--- src/hw/scrb_map.vh ---
// register offsets, field positions and reset values of the serial configuration bank
`ifndef SCRB_MAP_VH
`define SCRB_MAP_VH

`define SCRB_ADDR_W          15
`define SCRB_OFF_CONFIG_A_RESET_AND_DIRECTION        15'h0000
`define SCRB_OFF_CONFIG_B_RESERVED        15'h0001
`define SCRB_OFF_POWER       15'h0002
`define SCRB_OFF_CLASS       15'h0003
`define SCRB_OFF_REV         15'h0006
`define SCRB_OFF_MAKER_HI    15'h000C
`define SCRB_OFF_MAKER_LO    15'h000D
`define SCRB_OFF_USER        15'h0010
`define SCRB_ADDR_TOP        15'h7FFF

`define SCRB_BIT_SOFT_RESET  7
`define SCRB_BIT_DIRECTION   5
`define SCRB_BIT_ONE         4
`define SCRB_BIT_HOLD        0

`define SCRB_RST_DIRECTION   1'h1
`define SCRB_RST_POWER       2'h0
`define SCRB_RST_HOLD        1'h0
`define SCRB_RST_CONFIG_B_RESERVED        8'h00
`define SCRB_PWR_DOWN_BIT    1

`endif

--- src/hw/scrb_serial_config_register_bank.v ---
// serial configuration register bank: 3-wire byte port, streaming address, identity registers
`timescale 1ns/1ps
`include "scrb_map.vh"

module scrb_serial_config_register_bank #(
    parameter [3:0]  PART_CLASS = 4'h9,     // arbitrary value
    parameter [7:0]  PART_REV   = 8'h5A,    // arbitrary value
    parameter [15:0] MAKER_CODE = 16'hA5C3  // arbitrary value
) (
    // clock and reset
    input  wire        clk_sys,
    input  wire        nrst,
    // serial control port (3-wire, mode 0, first bit is read flag)
    input  wire        spi_cs_n,
    input  wire        spi_sclk,
    input  wire        spi_sdi,
    output reg         spi_sdo,
    output reg         spi_sdo_oe,
    // state toward the converter
    output reg         power_down,
    output reg         address_direction,
    output reg         address_hold,
    output reg  [1:0]  power_mode
);

    //////////////////////////////////////////////////////////////////////////
    // pin synchronisers

    reg [2:0] cs_meta;
    reg [2:0] cs_sync;
    reg       sclk_meta;
    reg       sclk_sync;
    reg       sclk_last;
    reg       sdi_meta;
    reg       sdi_sync;

    always @(posedge clk_sys or negedge nrst) begin
        if (!nrst) begin
            cs_meta   <= 3'h7;
            cs_sync   <= 3'h7;
            sclk_meta <= 1'h0;
            sclk_sync <= 1'h0;
            sclk_last <= 1'h0;
            sdi_meta  <= 1'h0;
            sdi_sync  <= 1'h0;
        end else begin
            cs_meta   <= {cs_meta[2:1], spi_cs_n};
            cs_sync   <= {cs_sync[1:0], cs_meta[0]};
            sclk_meta <= spi_sclk;
            sclk_sync <= sclk_meta;
            sclk_last <= sclk_sync;
            sdi_meta  <= spi_sdi;
            sdi_sync  <= sdi_meta;
        end
    end

    wire cs_active = ~cs_sync[0];
    wire cs_start  = cs_sync[1] & ~cs_sync[0];
    wire sclk_rise = sclk_sync & ~sclk_last;
    wire sclk_fall = ~sclk_sync & sclk_last;

    //////////////////////////////////////////////////////////////////////////
    // helpers

    // mirror check: bit i must equal bit 7-i
    function mirror_ok;
        input [7:0] d;
        begin
            mirror_ok = (d[3] == d[4]) && (d[2] == d[5]) && (d[1] == d[6]) && (d[0] == d[7]);
        end
    endfunction

    function [14:0] step_addr;
        input [14:0] a;
        input        up;
        input        hold;
        begin
            if (hold)
                step_addr = a;
            else if (up)
                step_addr = (a == `SCRB_ADDR_TOP) ? 15'h0000 : a + 15'h0001;
            else
                step_addr = (a == 15'h0000) ? `SCRB_ADDR_TOP : a - 15'h0001;
        end
    endfunction

    //////////////////////////////////////////////////////////////////////////
    // register state

    reg        soft_reset_bit;
    reg [14:0] cur_addr;
    reg        rd_flag;
    reg [4:0]  bit_cnt;
    reg [7:0]  shift_in;
    reg [7:0]  shift_out;
    reg        in_data;

    reg [7:0]  read_byte;

    always @* begin
        case (cur_addr)
            `SCRB_OFF_CONFIG_A_RESET_AND_DIRECTION:
                read_byte = {soft_reset_bit, 1'h0, address_direction, 1'h1,
                             1'h1, address_direction, 1'h0, soft_reset_bit};
            `SCRB_OFF_CONFIG_B_RESERVED:     read_byte = `SCRB_RST_CONFIG_B_RESERVED;
            `SCRB_OFF_POWER:    read_byte = {6'h00, power_mode};
            `SCRB_OFF_CLASS:    read_byte = {4'h0, PART_CLASS};
            `SCRB_OFF_REV:      read_byte = PART_REV;
            `SCRB_OFF_MAKER_HI: read_byte = MAKER_CODE[15:8];
            `SCRB_OFF_MAKER_LO: read_byte = MAKER_CODE[7:0];
            `SCRB_OFF_USER:     read_byte = {7'h00, address_hold};
            default:            read_byte = 8'h00;
        endcase
    end

    wire [7:0] next_shift_in = {shift_in[6:0], sdi_sync};
    wire       byte_done     = sclk_rise && in_data && (bit_cnt[2:0] == 3'h7);

    always @(posedge clk_sys or negedge nrst) begin
        if (!nrst) begin
            soft_reset_bit    <= 1'h0;
            address_direction <= `SCRB_RST_DIRECTION;
            address_hold      <= `SCRB_RST_HOLD;
            power_mode        <= `SCRB_RST_POWER;
            power_down        <= 1'h0;
            cur_addr          <= 15'h0000;
            rd_flag           <= 1'h0;
            bit_cnt           <= 5'h00;
            shift_in          <= 8'h00;
            shift_out         <= 8'h00;
            in_data           <= 1'h0;
            spi_sdo           <= 1'h0;
            spi_sdo_oe        <= 1'h0;
        end else begin
            // codes 2 and 3 both power down; no partial modes exist
            power_down <= power_mode[`SCRB_PWR_DOWN_BIT];
            if (soft_reset_bit) begin
                // one cycle pulse; direction deliberately untouched
                soft_reset_bit <= 1'h0;
                address_hold   <= `SCRB_RST_HOLD;
                power_mode     <= `SCRB_RST_POWER;
            end
            if (!cs_active || cs_start) begin
                bit_cnt    <= 5'h00;
                in_data    <= 1'h0;
                spi_sdo_oe <= 1'h0;
                spi_sdo    <= 1'h0;
            end else begin
                if (sclk_rise) begin
                    shift_in <= next_shift_in;
                    if (!in_data) begin
                        if (bit_cnt == 5'h00)
                            rd_flag <= sdi_sync;
                        else
                            cur_addr <= {cur_addr[13:0], sdi_sync};
                        if (bit_cnt == 5'h0F) begin
                            in_data   <= 1'h1;
                            bit_cnt   <= 5'h00;
                        end else begin
                            bit_cnt <= bit_cnt + 5'h01;
                        end
                    end else begin
                        bit_cnt <= {2'h0, bit_cnt[2:0] + 3'h1};
                    end
                end
                if (byte_done) begin
                    if (!rd_flag) begin
                        case (cur_addr)
                            `SCRB_OFF_CONFIG_A_RESET_AND_DIRECTION:
                                if (mirror_ok(next_shift_in)) begin
                                    address_direction <=
                                        next_shift_in[`SCRB_BIT_DIRECTION];
                                    soft_reset_bit <=
                                        next_shift_in[`SCRB_BIT_SOFT_RESET];
                                end
                            `SCRB_OFF_POWER: power_mode <= next_shift_in[1:0];
                            `SCRB_OFF_USER:
                                address_hold <= next_shift_in[`SCRB_BIT_HOLD];
                            default: ;
                        endcase
                    end
                    cur_addr <= step_addr(cur_addr, address_direction, address_hold);
                end
                // read data: load at the start of each byte, shift otherwise; both on falling edge
                if (sclk_fall && in_data && rd_flag) begin
                    spi_sdo_oe <= 1'h1;
                    if (bit_cnt[2:0] == 3'h0) begin
                        spi_sdo   <= read_byte[7];
                        shift_out <= {read_byte[6:0], 1'h0};
                    end else begin
                        spi_sdo   <= shift_out[7];
                        shift_out <= {shift_out[6:0], 1'h0};
                    end
                end
            end
        end
    end

endmodule // scrb_serial_config_register_bank

--- config.mk ---
export PLATFORM = sky130hd
export DESIGN_NAME = scrb_serial_config_register_bank
export DESIGN_NICKNAME = d
export VERILOG_FILES = /design/src/hw/scrb_serial_config_register_bank.v
export VERILOG_INCLUDE_DIRS = /design/src /design/src/hw
export SDC_FILE = /design/constraint.sdc
export NUM_CORES = 1
export LEC_CHECK = 0
export BUFFER_PORTS_ARGS = -buffer_cell sky130_fd_sc_hd__clkbuf_2
export CORE_ASPECT_RATIO = 1.2
export CORE_MARGIN = 4
export CORE_UTILIZATION = 40
export CTS_BUF_LIST = sky130_fd_sc_hd__clkbuf_8
export DETAILED_ROUTE_END_ITERATION = 8
export REMOVE_ABC_BUFFERS = 1
export SETUP_SLACK_MARGIN = 0.1
export SLEW_MARGIN = 20
export SYNTH_ARGS = -nofsm -noshare
export SYNTH_HDL_FRONTEND = slang
export SYNTH_SLANG_ARGS = --single-unit
--- constraint.sdc ---
create_clock -name clk_sys -period 4 [get_ports clk_sys]
set_clock_uncertainty 0.1 [all_clocks]
set_input_delay 0.4 -clock clk_sys [delete_from_list [all_inputs] [get_ports clk_sys]]
set_output_delay 0.4 -clock clk_sys [all_outputs]
set_load 0.01 [all_outputs]
## Word level (Yosys, flattened, before mapping)

Cells that the tools add are included.

| operators by class | value |
|---|---|
| add/subtract/negate cells | 4 |
| bitwise operators | 9 |
| equality and inequality tests | 16 |
| reductions and logical operators | 19 |
| muxes and demuxes | 38 |

Operator list:

| cell | number |
|---|---|
| 15-bit two-way mux | 8 |
| 8-bit one-hot mux with 7 select lines | 1 |
| 15-bit by 2-bit == test with 1-bit output (second input constant) | 2 |
| 15-bit by 4-bit == test with 1-bit output (second input constant) | 2 |
| 5-bit two-way mux | 4 |
| 1-bit two-way mux | 19 |
| 15-bit by 1-bit adder with 15-bit output (second input constant) | 1 |
| 15-bit == test (second input constant) | 1 |
| 15-bit by 3-bit == test with 1-bit output (second input constant) | 1 |
| 15-bit by 5-bit == test with 1-bit output (second input constant) | 1 |
| 15-bit zero test | 1 |
| 15-bit by 1-bit subtractor with 15-bit output (second input constant) | 1 |
| 2-bit two-way mux | 5 |
| 5-bit AND reduction | 2 |
| 8-bit two-way mux | 1 |
| 1-bit logical AND | 7 |
| 1-bit inverter | 6 |
| 2-bit nonzero test | 3 |
| 5-bit by 1-bit adder with 5-bit output (second input constant) | 1 |
| 5-bit by 4-bit == test with 1-bit output (second input constant) | 1 |
| 5-bit zero test | 1 |
| 1-bit == test | 4 |
| 2-bit inequality test (second input constant) | 2 |
| 2-bit AND reduction | 2 |
| other kinds (7) | 9 |

| word-level totals | value |
|---|---|
| bits of input ports | 5 |
| logic and storage cells | 106 |
| register bits after elaboration | 53 |
| output and inout port bits | 7 |

## Logic depth before layout (Yosys ltp)

| logic depth | value |
|---|---|
| depth in word-level cells | 9 |
| depth in mapped cells | 9 |
| depth with buffers taken out | 7 |

## Worst setup path before layout

No wires, ideal clock.

| timing | value |
|---|---|
| path type | reg2reg |
| start | register cur_addr[0] |
| end | register cur_addr[11] |
| required time | 3.779 ns |
| setup time | 0.121 ns |
| period minus slack after synthesis | 2.240 ns |
| setup slack | 1.760 ns |
| buffers on the path | 2 |
| arrival | 2.019 ns |
| cell stages (with the launch flop) | 10 |
| cells stage by stage | dfrtp_1 clkbuf_1 inv_1 ha_1 nor2b_1 and4_1 a21oi_1 buf_2 o221ai_1 a22o_1 |

| between the ends | value |
|---|---|
| cells in the longest elaborated chain, start to end | 5 |

RTL lines:

| item | line | RTL |
|---|---|---|
| from (decl) | scrb_serial_config_register_bank.v:91 | `reg [14:0] cur_addr;` |
| from (signal assigned) | scrb_serial_config_register_bank.v:155 | `cur_addr <= {cur_addr[13:0], sdi_sync};` |
| from (signal assigned) | scrb_serial_config_register_bank.v:182 | `cur_addr <= step_addr(cur_addr, address_direction, address_hold);` |
| 15-bit by 1-bit subtractor with 15-bit output, or another cell as far along | scrb_serial_config_register_bank.v:83 | `` step_addr = (a == 15'h0000) ? `SCRB_ADDR_TOP : a - 15'h0001; `` |
| 15-bit two-way mux (on tied branches) | scrb_serial_config_register_bank.v:83, scrb_serial_config_register_bank.v:81 |  |
| 15-bit two-way mux * | scrb_serial_config_register_bank.v:80 | `else if (up)` |
| 15-bit two-way mux * | scrb_serial_config_register_bank.v:78 | `if (hold)` |
| 15-bit two-way mux * | scrb_serial_config_register_bank.v:166 | `if (byte_done) begin` |

Mark *: on every way between the ends. The rest lies on a longest branch, timed or not. The select of a mux whose other input is x is not followed.
A chain may end at the register's enable or synchronous reset.

## Worst setup path in the final report

| timing | value |
|---|---|
| start | register bit_cnt[0] |
| end | register cur_addr[0] |

| between the ends | value |
|---|---|
| cells in the longest elaborated chain, start to end | 4 |

RTL lines:

| item | line | RTL |
|---|---|---|
| from (decl) | scrb_serial_config_register_bank.v:93 | `reg [4:0] bit_cnt;` |
| from (signal assigned) | scrb_serial_config_register_bank.v:160 | `bit_cnt <= bit_cnt + 5'h01;` |
| from (signal assigned) | scrb_serial_config_register_bank.v:163 | `bit_cnt <= {2'h0, bit_cnt[2:0] + 3'h1};` |
| 3-bit == test | scrb_serial_config_register_bank.v:117 | `wire byte_done = sclk_rise && in_data && (bit_cnt[2:0] == 3'h7);` |
| 1-bit logical AND | scrb_serial_config_register_bank.v:117 |  |
| 2-bit inequality test (no source line), or another cell as far along | n/a |  |
| 5-bit AND reduction (no source line) | n/a |  |

Parallel ways exist; a longest one is shown, timed or not.

==> impl_metrics.json <==
{
  "status": "finished, final reports clean",
  "grt_max_degree": 53,
  "cp.required_ns": 4.07,
  "synth_edf_count": 0,
  "rsz0062_at_grt": "false",
  "reg2regPathDepth": 7,
  "die_y_um": 105,
  "gp_congestion": 0.863,
  "routed_wl_um": 7610,
  "drive_gt1_share_pct": 13.9,
  "r2r_slack_ns": 1.10,
  "antenna_found_initial": 0,
  "worstPathMaxFanout": 19,
  "ir_drop_uv": 199,
  "hold_start": "spi_cs_n",
  "root_buffer": "clkbuf_8",
  "dp_hpwl_um": 5330,
  "async_flop_share_pct": 100,
  "pin_count": 12,
  "synthToLayoutAreaGrowth_pct": 5.34,
  "rr_startpoint": "bit_cnt[0]",
  "fin_nets": 350,
  "hold_end": "cs_meta[0]",
  "worstReg2RegEnd": "cur_addr[0]",
  "slew_headroom_pct": 28.9,
  "cts_tree": "yes",
  "seq_area_frac_synth_pct": 41.3,
  "hold_path_depth": 1,
  "endpoint_kind": "flop",
  "die_x_um": 89.1,
  "routed_via_density": 6.11,
  "max_slew.worst_pin.slew_ns": 1.06,
  "grt_pass1_vias": 2585,
  "buffer_ports.inserted": 11,
  "ant_nets": 0,
  "drt-initial-drc-count": 212,
  "cp-start-kind": "flop",
  "finalHoldViolations": 0,
  "start_util_pct": 41.0,
  "yosys_warnings": 0,
  "placed_cells": 422,
  "clock_latency_ns": 0.31,
  "setup_viol": 0,
  "synth-seq-cells": 52,
  "maxCapViolations": 0,
  "clk_pin_slew_worst_paths_ns": 0.10,
  "ys.flop_type": "dfrtp_1",
  "fmax_mhz": 345,
  "ys_types": 59,
  "synth_area_um2": 3160,
  "antenna_cells": 0,
  "numCtsBuffers": 5,
  "post-cts-setup-buffers": 0,
  "rows": 35,
  "tns_ns": 0,
  "fin_cells": 430,
  "power_density_nw_per_um2": 394,
  "synth_cells": 341,
  "hold_class": "in2reg",
  "clockBufferDepth": 2,
  "crit_arrival_ns": 2.97,
  "maxSlewViolCount": 0,
  "grt_pass1_wl_um": 12800,
  "wl_per_cell_um": 17.7,
  "track_usage_pct": 17.2,
  "drc": 0,
  "drt_pre_antenna_iters": 4,
  "cts_resized": 0,
  "post_synth.cell_area_avg_um2": 9.27,
  "period_share_pct": 72.5,
  "dieArea_um2": 9390,
  "vias": 2627,
  "p_leak_nw": 1.36,
  "core_um2": 7710,
  "min_period_ns": 2.90,
  "cts-htree-levels": 2,
  "ctsHoldBuffers": 0,
  "overflow": 0,
  "path_class": "reg2reg",
  "cts.sinks": 52
}
==> registers in the layout, summed over array words and instances (netlist names), 2 cells and up <==
| name | cells |
|---|---|
| cs_sync | 2 |
| bit_cnt | 5 |
| cur_addr | 15 |
| shift_in | 7 |
| shift_out | 7 |
| power_mode | 2 |
==> metrics by stage <==
| stage | hold slack, ns | power [mW] | instance area (um^2) | worst slack, ns | util [%] |
|---|---|---|---|---|---|
| after floorplan | 0.00441 | 0.897 | 3060 | 1.60 | - |
| after global routing | 0.0445 | 1.39 | 3330 | 0.910 | 43.2 |
| final | 0.0606 | 1.31 | 3330 | 1.10 | 43.2 |
| after detailed placement | 0.241 | 1.01 | 3240 | 1.14 | 42.0 |
| after CTS | 0.0556 | 1.32 | 3330 | 1.14 | 43.2 |
| after global placement | 0.232 | 1.00 | 3240 | 1.25 | 42.0 |
==> cells in the mapped netlist, types with 2 or more instances <==
library cell  count  area, um^2
a211oi_1          2        15.0
a21o_1            2        15.0
a21oi_1          21         105
a221oi_1          2        17.5
a22o_1            7        61.3
a31oi_1           8        50.1
and2_1            5        31.3
and4_1            2        17.5
buf_2             6        30.0
clkbuf_1         17        63.8
dfrtp_1          48        1200
dfstp_2           4         105
ha_1              8         100
inv_1             7        26.3
mux2_2           12         135
mux2i_1           2        20.0
nand2_1          29         109
nand2b_1          5        31.3
nand3_1          11        55.1
nand4_1          12        75.1
nand4b_1          3        26.3
nor2_1           26        97.6
nor2b_1           5        31.3
nor3_1            9        45.0
nor4_1            7        43.8
nor4_4            2        42.5
o21a_1            2        15.0
o21ai_0          17        85.1
o221ai_1          4        35.0
o22a_1            6        52.6
o22ai_1           6        37.5
o2bb2ai_1         2        17.5
o31a_1            2        17.5
o31ai_1           3        22.5
or2_2             3        18.8
xnor2_1           8        70.1
xor2_1            4        35.0
==> report_power, final <==
part | leakage (nW) | internal, mW | switching [mW]
logic | 0.630 | 0.147 | 0.200
clock network | 0.0460 | 0.124 | 0.188
registers | 0.685 | 0.570 | 0.0810
==> metal layers <==
layer / part of all wire, % / wire [um] / global-route usage [%]
met1: 43 / 3300 / 23.1
met2: 49 / 3730 / 27.8
met3: 4.8 / 366 / 2.81
met4: 2.7 / 202 / 6.17
met5: 0 / 0 / 0
==> worst max-delay path by stage <==
stage | start | endpoint | slack [ns]
3_3_place_gp | bit_cnt[0] | cur_addr[0] | 1.25
2_1_floorplan | bit_cnt[0] | address_direction | 1.60
4_1_cts | bit_cnt[0] | cur_addr[0] | 1.14
3_5_place_dp | bit_cnt[0] | cur_addr[0] | 1.14
5_1_grt | bit_cnt[0] | cur_addr[0] | 0.91
6_report | bit_cnt[0] | cur_addr[0] | 1.10
==> critical path: stages (launching register included) <==
cell	delay (ns)
dfrtp_1	0.42
ha_1	0.21
ha_1	0.17
nand4b_1	0.44
o22ai_1	0.48
nand2_1	0.48
a221oi_1	0.40
a21oi_1	0.07
==> placed cells by master, fill, tap and decap left out, types with 2 or more instances in the layout <==
cell / instances
and4_1: 2
o22ai_1: 6
nor4_1: 7
clkbuf_2: 11
or2_2: 3
mux2i_1: 2
nor2b_1: 5
nand2_1: 29
ha_1: 8
o31ai_1: 3
clkbuf_8: 5
o22a_1: 6
o21ai_0: 17
dfrtp_1: 48
a31oi_1: 8
a221oi_1: 2
inv_1: 8
buf_4: 2
nand2b_1: 5
o21a_1: 2
xnor2_1: 8
o221ai_1: 4
nand3_1: 11
nor4_4: 2
nor3_1: 9
a21oi_1: 21
a211oi_1: 2
xor2_1: 4
nand4_1: 12
dfstp_2: 4
o2bb2ai_1: 2
mux2_2: 12
a22o_1: 7
nor2_1: 26
and2_1: 5
o31a_1: 2
a21o_1: 2
nand4b_1: 3
==> logic make-up (layout without fill, tap and decap cells) <==
logic type	count (synthesis)	after routing	synth area share [%]
AOI/OAI and AO/OA	92	92	19.6
DFF	52	52	41.3
muxes	15	15	5.27
adders and majority gates	8	8	3.17
buffers and inverters	31	28	4.16
and+or+nand+nor	131	131	23.1
xor gates and xnor gates	12	12	3.33
==> area by class of cell <==
cell class | count | area, um^2
Timing Repair Buffer | 13 | 70.1
Tap cell | 92 | 115
Inverter | 7 | 26.3
Clock buffer | 5 | 68.8
Fill cell | 787 | 4380
Sequential cell | 52 | 1310
Clock inverter | 3 | 20.0
Multi-Input combinational cell | 258 | 1720
Note: power is estimated with default switching activity, not from simulation.
